**config.mk**
```make
export PLATFORM = sky130hd
export DESIGN_NAME = tcr_tone_regs
export DESIGN_NICKNAME = d
export VERILOG_FILES = /design/src/include/tcr_pkg.sv /design/src/logic/tcr_tone_regs.sv /design/src/logic/tcr_byte_rx.sv
export SDC_FILE = /design/constraint.sdc
export NUM_CORES = 1
export LEC_CHECK = 0
export BUFFER_PORTS_ARGS = -buffer_cell sky130_fd_sc_hd__buf_2
export CORE_MARGIN = 2
export CORE_UTILIZATION = 35
export DETAILED_ROUTE_END_ITERATION = 10
export MAX_ROUTING_LAYER = met4
export PLACE_DENSITY = 0.52
export SETUP_SLACK_MARGIN = 0.1
export SYNTH_ARGS = -nofsm -noshare
export SYNTH_HDL_FRONTEND = slang
export SYNTH_SLANG_ARGS = --single-unit
```
**constraint.sdc**
```tcl
create_clock -name clk -period 1.75 [get_ports clk]
set_input_delay 0.0875 -clock clk [delete_from_list [all_inputs] [get_ports clk]]
set_output_delay 0.0875 -clock clk [all_outputs]
set_load 0.005 [all_outputs]
```
**src/include/tcr_pkg.sv**
```systemverilog
package tcr_pkg;

    // ****************************************************************
    // Control port codes
    // ****************************************************************
    localparam logic [6:0] TCR_DEV_ADDR_DEF = 7'h1d;
    localparam logic [7:0] TCR_SUB_CODEC_WR = 8'h6c;

    // ****************************************************************
    // Register numbers
    // ****************************************************************
    localparam logic [15:0] TCR_REG_LOW_SHELF = 16'h0014;
    localparam logic [15:0] TCR_REG_HIGH_SHELF = 16'h0015;
    localparam logic [15:0] TCR_REG_LOUDNESS = 16'h001e;

    // ****************************************************************
    // Field layout and reset values
    // ****************************************************************
    localparam int TCR_GAIN_MSB = 15;
    localparam int TCR_GAIN_LSB = 8;
    localparam int TCR_MODE_MSB = 7;
    localparam int TCR_MODE_LSB = 0;
    localparam logic [15:0] TCR_RST_WORD = 16'h0000;
    localparam logic [7:0] TCR_MODE_NORMAL = 8'h00;
    localparam logic [7:0] TCR_MODE_SHIFTED = 8'h04;
    localparam logic [7:0] TCR_CODE_ZERO = 8'h00;
    localparam logic [3:0] TCR_BITS_PER_BYTE = 4'h8;

    // ****************************************************************
    // Transaction states
    // ****************************************************************
    typedef enum logic [2:0] {
        TCR_IDLE,
        TCR_DEV,
        TCR_SUB,
        TCR_REG_HI,
        TCR_REG_LO,
        TCR_DAT_HI,
        TCR_DAT_LO,
        TCR_SKIP
    } tcr_state_t;

endpackage

```
**src/logic/tcr_tone_regs.sv**
```systemverilog
`timescale 1ns/100ps
`default_nettype none
module tcr_tone_regs
    import tcr_pkg::*;
#(
    parameter logic [6:0] DEV_ADDR = TCR_DEV_ADDR_DEF
)
(
    // Clock and reset
    input wire logic clk,
    input wire logic rstn,
    // Control port pins
    input wire logic scl,
    input wire logic sda_in,
    output logic sda_out,
    output logic sda_oe,
    // Tone settings toward the audio path
    output logic [7:0] low_shelf_code,
    output logic [7:0] high_shelf_code,
    output logic [7:0] loud_gain_code,
    output logic [7:0] loud_mode_code,
    output logic ref_at_2khz,
    output logic bass_corner_high,
    output logic loudness_active
);
    tcr_state_t state;
    tcr_state_t next_state;
    logic start_seen;
    logic stop_seen;
    logic byte_valid;
    logic [7:0] byte_data;
    logic [7:0] reg_hi;
    logic [15:0] reg_num;
    logic [7:0] data_hi;
    logic [15:0] low_shelf_gain;
    logic [15:0] high_shelf_gain;
    logic [15:0] loudness_contour;

    // Address zero is the general call and can never be this device.
    if (DEV_ADDR == 7'h00)
    begin : g_bad_addr
        $error("tcr_tone_regs: device address 0 is the general call");
    end

    // ****************************************************************
    // Byte receiver
    // ****************************************************************
    wire dev_match = byte_data == {DEV_ADDR, 1'b0};
    wire sub_match = byte_data == TCR_SUB_CODEC_WR;
    wire ack_ok = (state == TCR_DEV) ? dev_match :
        (state == TCR_SUB) ? sub_match :
        (state != TCR_SKIP) && (state != TCR_IDLE);

    tcr_byte_rx u_rx (
        .clk(clk),
        .rstn(rstn),
        .scl(scl),
        .sda_in(sda_in),
        .sda_out(sda_out),
        .sda_oe(sda_oe),
        .ack_ok(ack_ok),
        .start_seen(start_seen),
        .stop_seen(stop_seen),
        .byte_valid(byte_valid),
        .byte_data(byte_data)
    );

    // ****************************************************************
    // Transaction sequencing
    // ****************************************************************
    wire commit = byte_valid && (state == TCR_DAT_LO);
    wire [15:0] data_word = {data_hi, byte_data};
    wire hit_low = commit && (reg_num == TCR_REG_LOW_SHELF);
    wire hit_high = commit && (reg_num == TCR_REG_HIGH_SHELF);
    wire hit_loud = commit && (reg_num == TCR_REG_LOUDNESS);
    wire [7:0] new_mode = data_word[TCR_MODE_MSB:TCR_MODE_LSB];
    wire [7:0] new_loud = data_word[TCR_GAIN_MSB:TCR_GAIN_LSB];

    always_comb
    begin
        next_state = state;
        if (byte_valid)
        begin
            case (state)
                TCR_DEV: next_state = dev_match ? TCR_SUB : TCR_SKIP;
                TCR_SUB: next_state = sub_match ? TCR_REG_HI : TCR_SKIP;
                TCR_REG_HI: next_state = TCR_REG_LO;
                TCR_REG_LO: next_state = TCR_DAT_HI;
                TCR_DAT_HI: next_state = TCR_DAT_LO;
                TCR_DAT_LO: next_state = TCR_SKIP;
                default: next_state = state;
            endcase
        end
        if (start_seen)
        begin
            next_state = TCR_DEV;
        end
        else if (stop_seen)
        begin
            next_state = TCR_IDLE;
        end
    end

    always_ff @(posedge clk)
    begin
        if (!rstn)
        begin
            state <= TCR_IDLE;
        end
        else
        begin
            state <= next_state;
        end
    end

    always_ff @(posedge clk)
    begin
        if (byte_valid && state == TCR_REG_HI)
        begin
            reg_hi <= byte_data;
        end
        if (byte_valid && state == TCR_REG_LO)
        begin
            reg_num <= {reg_hi, byte_data};
        end
        if (byte_valid && state == TCR_DAT_HI)
        begin
            data_hi <= byte_data;
        end
    end

    // ****************************************************************
    // Tone registers
    // ****************************************************************
    // Gains go out exactly as written; headroom is the host's concern.
    always_ff @(posedge clk)
    begin
        if (!rstn)
        begin
            low_shelf_gain <= TCR_RST_WORD;
            high_shelf_gain <= TCR_RST_WORD;
            loudness_contour <= TCR_RST_WORD;
        end
        else
        begin
            if (hit_low)
            begin
                low_shelf_gain <= data_word;
            end
            if (hit_high)
            begin
                high_shelf_gain <= data_word;
            end
            if (hit_loud)
            begin
                loudness_contour <= data_word;
            end
        end
    end

    assign low_shelf_code = low_shelf_gain[TCR_GAIN_MSB:TCR_GAIN_LSB];
    assign high_shelf_code = high_shelf_gain[TCR_GAIN_MSB:TCR_GAIN_LSB];
    assign loud_gain_code = loudness_contour[TCR_GAIN_MSB:TCR_GAIN_LSB];
    assign loud_mode_code = loudness_contour[TCR_MODE_MSB:TCR_MODE_LSB];

    // ****************************************************************
    // Loudness contour controls
    // ****************************************************************
    always_ff @(posedge clk)
    begin
        if (!rstn)
        begin
            ref_at_2khz <= 1'b0;
            bass_corner_high <= 1'b0;
            loudness_active <= 1'b0;
        end
        else if (hit_loud)
        begin
            ref_at_2khz <= new_mode == TCR_MODE_SHIFTED;
            bass_corner_high <= new_mode == TCR_MODE_SHIFTED;
            loudness_active <= new_loud != TCR_CODE_ZERO;
        end
    end
endmodule // tcr_tone_regs
`default_nettype wire

```
**src/logic/tcr_byte_rx.sv**
```systemverilog
`timescale 1ns/100ps
`default_nettype none
module tcr_byte_rx
    import tcr_pkg::*;
(
    // Clock and reset
    input wire logic clk,
    input wire logic rstn,
    // Serial pins
    input wire logic scl,
    input wire logic sda_in,
    output logic sda_out,
    output logic sda_oe,
    // Byte side
    input wire logic ack_ok,
    output logic start_seen,
    output logic stop_seen,
    output logic byte_valid,
    output logic [7:0] byte_data
);
    logic scl_q;
    logic sda_q;
    logic active;
    logic ack_phase;
    logic ack_lat;
    logic [3:0] bit_cnt;

    // ****************************************************************
    // Line event decode
    // ****************************************************************
    wire is_start = scl_q && scl && sda_q && !sda_in;
    wire is_stop = scl_q && scl && !sda_q && sda_in;
    wire scl_rise = !scl_q && scl;
    wire scl_fall = scl_q && !scl;
    wire data_bit = active && !ack_phase && scl_rise &&
        (bit_cnt < TCR_BITS_PER_BYTE);
    wire last_bit = data_bit && (bit_cnt == TCR_BITS_PER_BYTE - 4'h1);
    wire ack_begin = active && !ack_phase && scl_fall &&
        (bit_cnt == TCR_BITS_PER_BYTE);
    wire ack_end = active && ack_phase && scl_fall;

    assign sda_out = 1'b0;

    always_ff @(posedge clk)
    begin
        if (!rstn)
        begin
            scl_q <= 1'b1;
            sda_q <= 1'b1;
        end
        else
        begin
            scl_q <= scl;
            sda_q <= sda_in;
        end
    end

    // ****************************************************************
    // Bit counting and acknowledge drive
    // ****************************************************************
    always_ff @(posedge clk)
    begin
        if (!rstn || is_start || is_stop)
        begin
            active <= rstn && is_start;
            ack_phase <= 1'b0;
            sda_oe <= 1'b0;
            bit_cnt <= 4'h0;
        end
        else if (data_bit)
        begin
            byte_data <= {byte_data[6:0], sda_in};
            bit_cnt <= bit_cnt + 4'h1;
        end
        else if (ack_begin)
        begin
            ack_phase <= 1'b1;
            sda_oe <= ack_lat;
        end
        else if (ack_end)
        begin
            ack_phase <= 1'b0;
            sda_oe <= 1'b0;
            bit_cnt <= 4'h0;
        end
    end

    always_ff @(posedge clk)
    begin
        if (!rstn)
        begin
            start_seen <= 1'b0;
            stop_seen <= 1'b0;
            byte_valid <= 1'b0;
            ack_lat <= 1'b0;
        end
        else
        begin
            start_seen <= is_start;
            stop_seen <= is_stop;
            byte_valid <= last_bit;
            if (byte_valid)
            begin
                ack_lat <= ack_ok;
            end
        end
    end
endmodule // tcr_byte_rx
`default_nettype wire

```
==> metrics, run 1 <==
gr usage total=15.3%; WL per Instance=14.9 um; Yosys cell types=47; Area Growth Syn to Fin=20.9%; CTS buffer count=9; initial antenna violation count=0; fmax=0.611 GHz; Syn Inst Count=305; unrepaired setup endpoints after global routing=yes; WP data required=2.05 ns; crit path kind=flip-flop to flip-flop; Pwr per Cell Area=854 nW/um^2; ratio of cells with drive above 1 in the final layout=24.1%; Core ar.=9680 sq um; setup tns final=0 ns; clk sink count=90; input/output buffers=39; outcome=finished clean; most used flip-flop cell after synthesis=dfxtp_1; max-cap viol count=0; Yosys warnings=0; period utilisation layout=93.6%; total grt overflow=0; Netlist Area Pre-Place=3450 sq um; Final setup viols=0; sequential area share after synthesis=64.2%; first-pass GRT wire length=12000 um; DRT iter0 DRCs=150; Initial Util=35.6%; clk slew on worst S/H paths=0.09 ns; Die Area=10700 sq um; Mapped Nets=311; Tot Pwr=3.56 mW; Top Ports=41; H-tree Lvls=3; syn_area_per_cell=11.3 sq um; DP Cell Count=482; CP arrival=1.93 ns; Worst Path Buf+Inv=0; fin. max-slew vios=0; max incr delay on CP=0.52 ns; # fillers=965; Final min period=1.64 ns; clock skew=0.0161 ns; dpl hpwl=5090 um; drt first pass iters=4; Clock Tree Buf Depth=2; Seq cells post-synth=90; clk root buf=clkbuf_8; clk_lat worst skew=0.37 ns; pre-CTS WS=0.0730 ns; Max IR drop VDD=0.000420 V; crit end category=flip-flop; vias in the first global route=2312; EDFF count, synth=41; crit start category=flip-flop; asr flop ratio synth=0%; largest net degree at the start of global routing=36; critical path peak fanout=5; DRT Wirelength=7510 um; crit-path cells=nor4_2 -> nand2_1 -> or4_4 -> a21oi_2; antenna fix cells=0; drt via density=5.08; Hold WC Path Type=input port to flip-flop; area of the multi-input gates=1150 sq um; Chip Width=103 um; Reg area=2210 sq um; Residual DRC=0; P_leak=1.50 nW; CTS tree=done; Placer Congestion=0.852; final worst slack=0.113 ns; cell row count=36; nets@finish=371; post-route ant nets=0; vias=2553; delay-heaviest family, CP=simple AND/OR/NAND/NOR gates; chip height=103 um; CP max stage cell=or4_4; Finished Layout Cells=503; final hold vios=0
[registers in the layout, summed over array words and instances (netlist names)]
| register | cells |
|---|---|
| loudness_contour | 16 |
| reg_num | 16 |
| data_hi | 8 |
| high_shelf_gain | 8 |
| low_shelf_gain | 8 |
| reg_hi | 8 |
| u_rx.byte_data | 8 |
| u_rx.bit_cnt | 4 |
| state | 3 |
| bass_corner_high | 1 |
| loudness_active | 1 |
| u_rx.ack_lat | 1 |
| u_rx.ack_phase | 1 |
| u_rx.active | 1 |
| u_rx.byte_valid | 1 |
| u_rx.scl_q | 1 |
| u_rx.sda_oe | 1 |
| u_rx.sda_q | 1 |
| u_rx.start_seen | 1 |
| u_rx.stop_seen | 1 |
[cell type report]
type	instances	area share, %
repair buffers	66	10.4
clock buffers	10	3.06
multi-input cells	189	27.5
inverters	9	0.810
flip-flops and latches	90	53.1
clock inverters	6	1.14
well taps	133	3.99
[path summary, 6_finish.rpt]
| kind | startpoint | to | slack (ns) | cells past startpoint |
|---|---|---|---|---|
| setup reg to reg | u_rx.byte_data[0]$_DFFE_PP_ | bass_corner_high$_SDFFE_PN0P_ | 0.11 | 4 |
| hold reg to reg | reg_hi[1]$_DFFE_PP_ | reg_num[9]$_DFFE_PP_ | 0.43 | 0 |
| hold / removal | rstn | u_rx.stop_seen$_SDFF_PN0_ | 0.01 | 3 |
| setup / recovery | u_rx.byte_data[0]$_DFFE_PP_ | bass_corner_high$_SDFFE_PN0P_ | 0.11 | 4 |
[placed cells by master, fill, tap and decap left out, types with 2 or more instances in the layout]
cell type and n:
inv_6 2, nor4_1 2, dfxtp_1 49, a31oi_1 2, nand2b_1 2, and3b_1 2, buf_12 2, nor3_1 10
nor2b_1 2, nand2_1 9, nand4_1 11, buf_2 39, edfxtp_1 41, nor3b_2 2, and4_1 3, dlygate4sd3_1 3
a21oi_1 39, nand3_1 27, nor2_1 8, clkbuf_8 9, o21ai_0 32, buf_4 21, a211o_1 3, inv_1 8
nor4bb_1 3, ha_1 2, o21ai_1 5
[synthesized netlist by cell type, types with 3 or more instances]
library cell / count / area (sq um)
dfxtp_1: 49 / 981
edfxtp_1: 41 / 1230
a21oi_1: 40 / 200
o21ai_0: 36 / 180
nand3_1: 27 / 135
nand4_1: 11 / 68.8
nor3_1: 11 / 55.1
clkbuf_1: 9 / 33.8
nand2_1: 9 / 33.8
nor2_1: 9 / 33.8
inv_1: 8 / 30.0
and4_1: 4 / 35.0
buf_4: 4 / 30.0
a211o_1: 3 / 26.3
buf_2: 3 / 15.0
nor4_1: 3 / 18.8
nor4bb_1: 3 / 30.0
[worst register-to-register path: cells and delay by family (launching register included)]
family / cells / cell delay, ns
flops: 1 / 0.51
compound gates: 1 / 0.14
simple gates: 3 / 0.93
[cell families (layout without fill, tap and decap cells)]
| logic type | count (synthesis) | count (layout) | synth area share (%) |
|---|---|---|---|
| AOI/OAI and AO/OA | 87 | 87 | 13.5 |
| xor gates and xnor gates | 1 | 1 | 0.254 |
| adders and majority gates | 3 | 3 | 1.02 |
| buffers and inverters | 26 | 91 | 3.38 |
| DFF | 90 | 90 | 64.2 |
| muxes | 1 | 1 | 0.290 |
| other | 1 | 1 | 0.109 |
| and+or+nand+nor | 96 | 96 | 17.2 |
[power by group]
group / switching, mW / internal (mW)
Clock: 0.773 / 0.535
Sequential: 0.00632 / 2.19
Combinational: 0.0363 / 0.0228
Total: 0.815 / 2.74
[routing by layer]
layer / global-route usage [%] / share of wire (%)
met3: 3.63 / 2.9
met1: 20.9 / 50
met5: - / 0
met4: 4.55 / 1.2
met2: 22.8 / 46
[stage by stage]
| step | cell area [sq um] | utilization (%) | hold slack, ns |
|---|---|---|---|
| finish | 4170 | 43.0 | 0.0144 |
| global route | 4170 | 43.0 | 0.0319 |
| CTS | 4150 | 42.8 | 0.00421 |
| detailed placement | 3920 | 40.5 | 0.326 |
| global placement | 3920 | 40.5 | 0.323 |
| floorplan | 3450 | - | 0.161 |
[what timing repair did]
| action | CTS | global route |
|---|---|---|
| hold endpoints to repair | 3 | 0 |
| setup buffers | 2 | 0 |
| pin swaps | 4 | 1 |
| setup endpoints to repair | 1 | 28 |
| resized for setup | 3 | 8 |
| hold buffers | 3 | 0 |
Note: power is estimated with default switching activity, not from simulation.
==> run 2, diff against run 1 <==
--- a/config.mk
+++ b/config.mk
@@ -8,6 +8,7 @@
 export BUFFER_PORTS_ARGS = -buffer_cell sky130_fd_sc_hd__buf_2
 export CORE_MARGIN = 2
 export CORE_UTILIZATION = 35
+export CTS_BUF_LIST = sky130_fd_sc_hd__clkbuf_16
 export DETAILED_ROUTE_END_ITERATION = 10
 export MAX_ROUTING_LAYER = met4
 export PLACE_DENSITY = 0.52
==> metrics, run 2 (synthesized netlist as in run 1, its figures left out) <==
crit end category=flip-flop; unrepaired setup endpoints after global routing=yes; Area Growth Syn to Fin=23.2%; Initial Util=35.6%; first-pass GRT wire length=12100 um; CTS buffer count=9; clk slew on worst S/H paths=0.07 ns; design internal power=3.19 mW; post-route ant nets=0; CP arrival=1.91 ns; ratio of cells with drive above 1 in the final layout=23.1%; Hold WC Path Type=input port to flip-flop; period utilisation layout=93.7%; drt via density=5.08; input/output buffers=39; max-cap viol count=0; sw frac=21.5%; delay-heaviest family, CP=simple AND/OR/NAND/NOR gates; crit start category=flip-flop; WP data required=2.02 ns; dpl hpwl=5090 um; # fillers=951; P_leak=1.53 nW; drt first pass iters=4; total grt overflow=0; H-tree Lvls=3; DRT Wirelength=7590 um; fmax=0.610 GHz; nets@finish=369; Pwr per Cell Area=956 nW/um^2; clk sink count=90; Reg area=2210 sq um; critical path peak fanout=2; Finished Layout Cells=501; final core utilization=43.9%; clock skew=0.0127 ns; Die Area=10700 sq um; Chip Width=103 um; final hold vios=0; largest net degree at the start of global routing=36; antenna fix cells=0; fin. max-slew vios=0; Top Ports=41; area of the multi-input gates=1140 sq um; Final setup viols=0; clk root buf=clkbuf_16; most frequent cells in the layout=dfxtp_1 (49), edfxtp_1 (41), a21oi_1 (39), buf_2 (39), o21ai_0 (33); Clk network pwr share=44.5%; Core ar.=9680 sq um; DP Cell Count=482; Final min period=1.64 ns; setup tns final=0 ns; chip height=103 um; CTS tree=done; CP max stage cell=or4_4; crit-path cells=nor4b_4 -> nand4_4 -> or4_4 -> a21oi_2; gr usage total=15.7%; max incr delay on CP=0.53 ns; Clock Tree Buf Depth=2; Max IR drop VDD=0.000543 V; outcome=finished clean; Residual DRC=0; Tot Pwr=4.06 mW; sw power=874 uW; Placer Congestion=0.852; vias=2544; initial antenna violation count=0; clk_lat worst skew=0.34 ns; sequential share of power=54.0%; biggest registers after layout=loudness_contour x16, reg_num x16; Worst Path Buf+Inv=0; crit path kind=flip-flop to flip-flop; vias in the first global route=2335; DRT iter0 DRCs=176; commonest non-fill, non-tap cell in the layout=dfxtp_1; cell row count=36; Combinational Power Share=1.4%; WL per Instance=15.1 um
==> run 2: cell types whose count changed in the layout (fill, tap and decap cells not counted), sizes merged <==
cell / change
buf: -2
clkbuf: -1
inv: +1
==> run 2: final cells by class <==
cell class,instances,share of cell area (%)
sequential,90,52.1
multi-input combinational,189,26.9
timing repair buffer,64,9.78
clock buffer,9,5.30
tap,133,3.92
clock inverter,7,1.21
inverter,9,0.796
==> run 2: metal layers <==
metal  track usage [%]  vias up  part of all wire, %
li1                  -     1263                    -
met1              21.1     1236                   49
met2              23.1       39                   46
met3              4.23        6                  3.3
met4              5.47        0                  1.3
met5                 -        -                    0
==> run 2: through the flow <==
| step | hold WS, ns | setup slack, ns | cell area [sq um] |
|---|---|---|---|
| after detailed placement | 0.326 | 0.0730 | 3920 |
| after global placement | 0.323 | 0.152 | 3920 |
| after floorplan | 0.161 | 0.136 | 3450 |
| after global routing | 0.0608 | 0.0485 | 4250 |
| final | 0.0379 | 0.111 | 4250 |
| after CTS | 0.0290 | 0.101 | 4240 |
==> run 2: what timing repair did <==
item                                    4_1_cts  5_1_grt
setup buffers                                 0        0
hold buffers                                  3        0
pin swaps                                     3        0
endpoints found under the hold margin         2        0
endpoints found under the setup margin        1       27
resized for setup                             3        4
==> run 2: power by group through the flow <==
stage          Sequential [mW]  Combinational [mW]  Clock [mW]
5_1_grt                   2.19              0.0677        1.96
3_5_place_dp              2.24              0.0545           0
3_3_place_gp              2.24              0.0543           0
6_report                  2.19              0.0588        1.81
4_1_cts                   2.19              0.0599        1.86
2_1_floorplan             2.24              0.0347           0
==> run 2: final timing paths <==
check / start / slack (ns) / cells after the start / endpoint
max: reg_num[10]$_DFFE_PP_ / 0.11 / 4 / bass_corner_high$_SDFFE_PN0P_
min: rstn / 0.04 / 3 / u_rx.stop_seen$_SDFF_PN0_
max reg2reg: reg_num[10]$_DFFE_PP_ / 0.11 / 4 / bass_corner_high$_SDFFE_PN0P_
min reg2reg: reg_hi[1]$_DFFE_PP_ / 0.42 / 0 / reg_num[9]$_DFFE_PP_
==> run 2: worst min-delay path: cells and delay by family <==
| family | cells | cell delay, ns |
|---|---|---|
| buf+inv | 1 | 0.14 |
| simple gates | 2 | 0.09 |
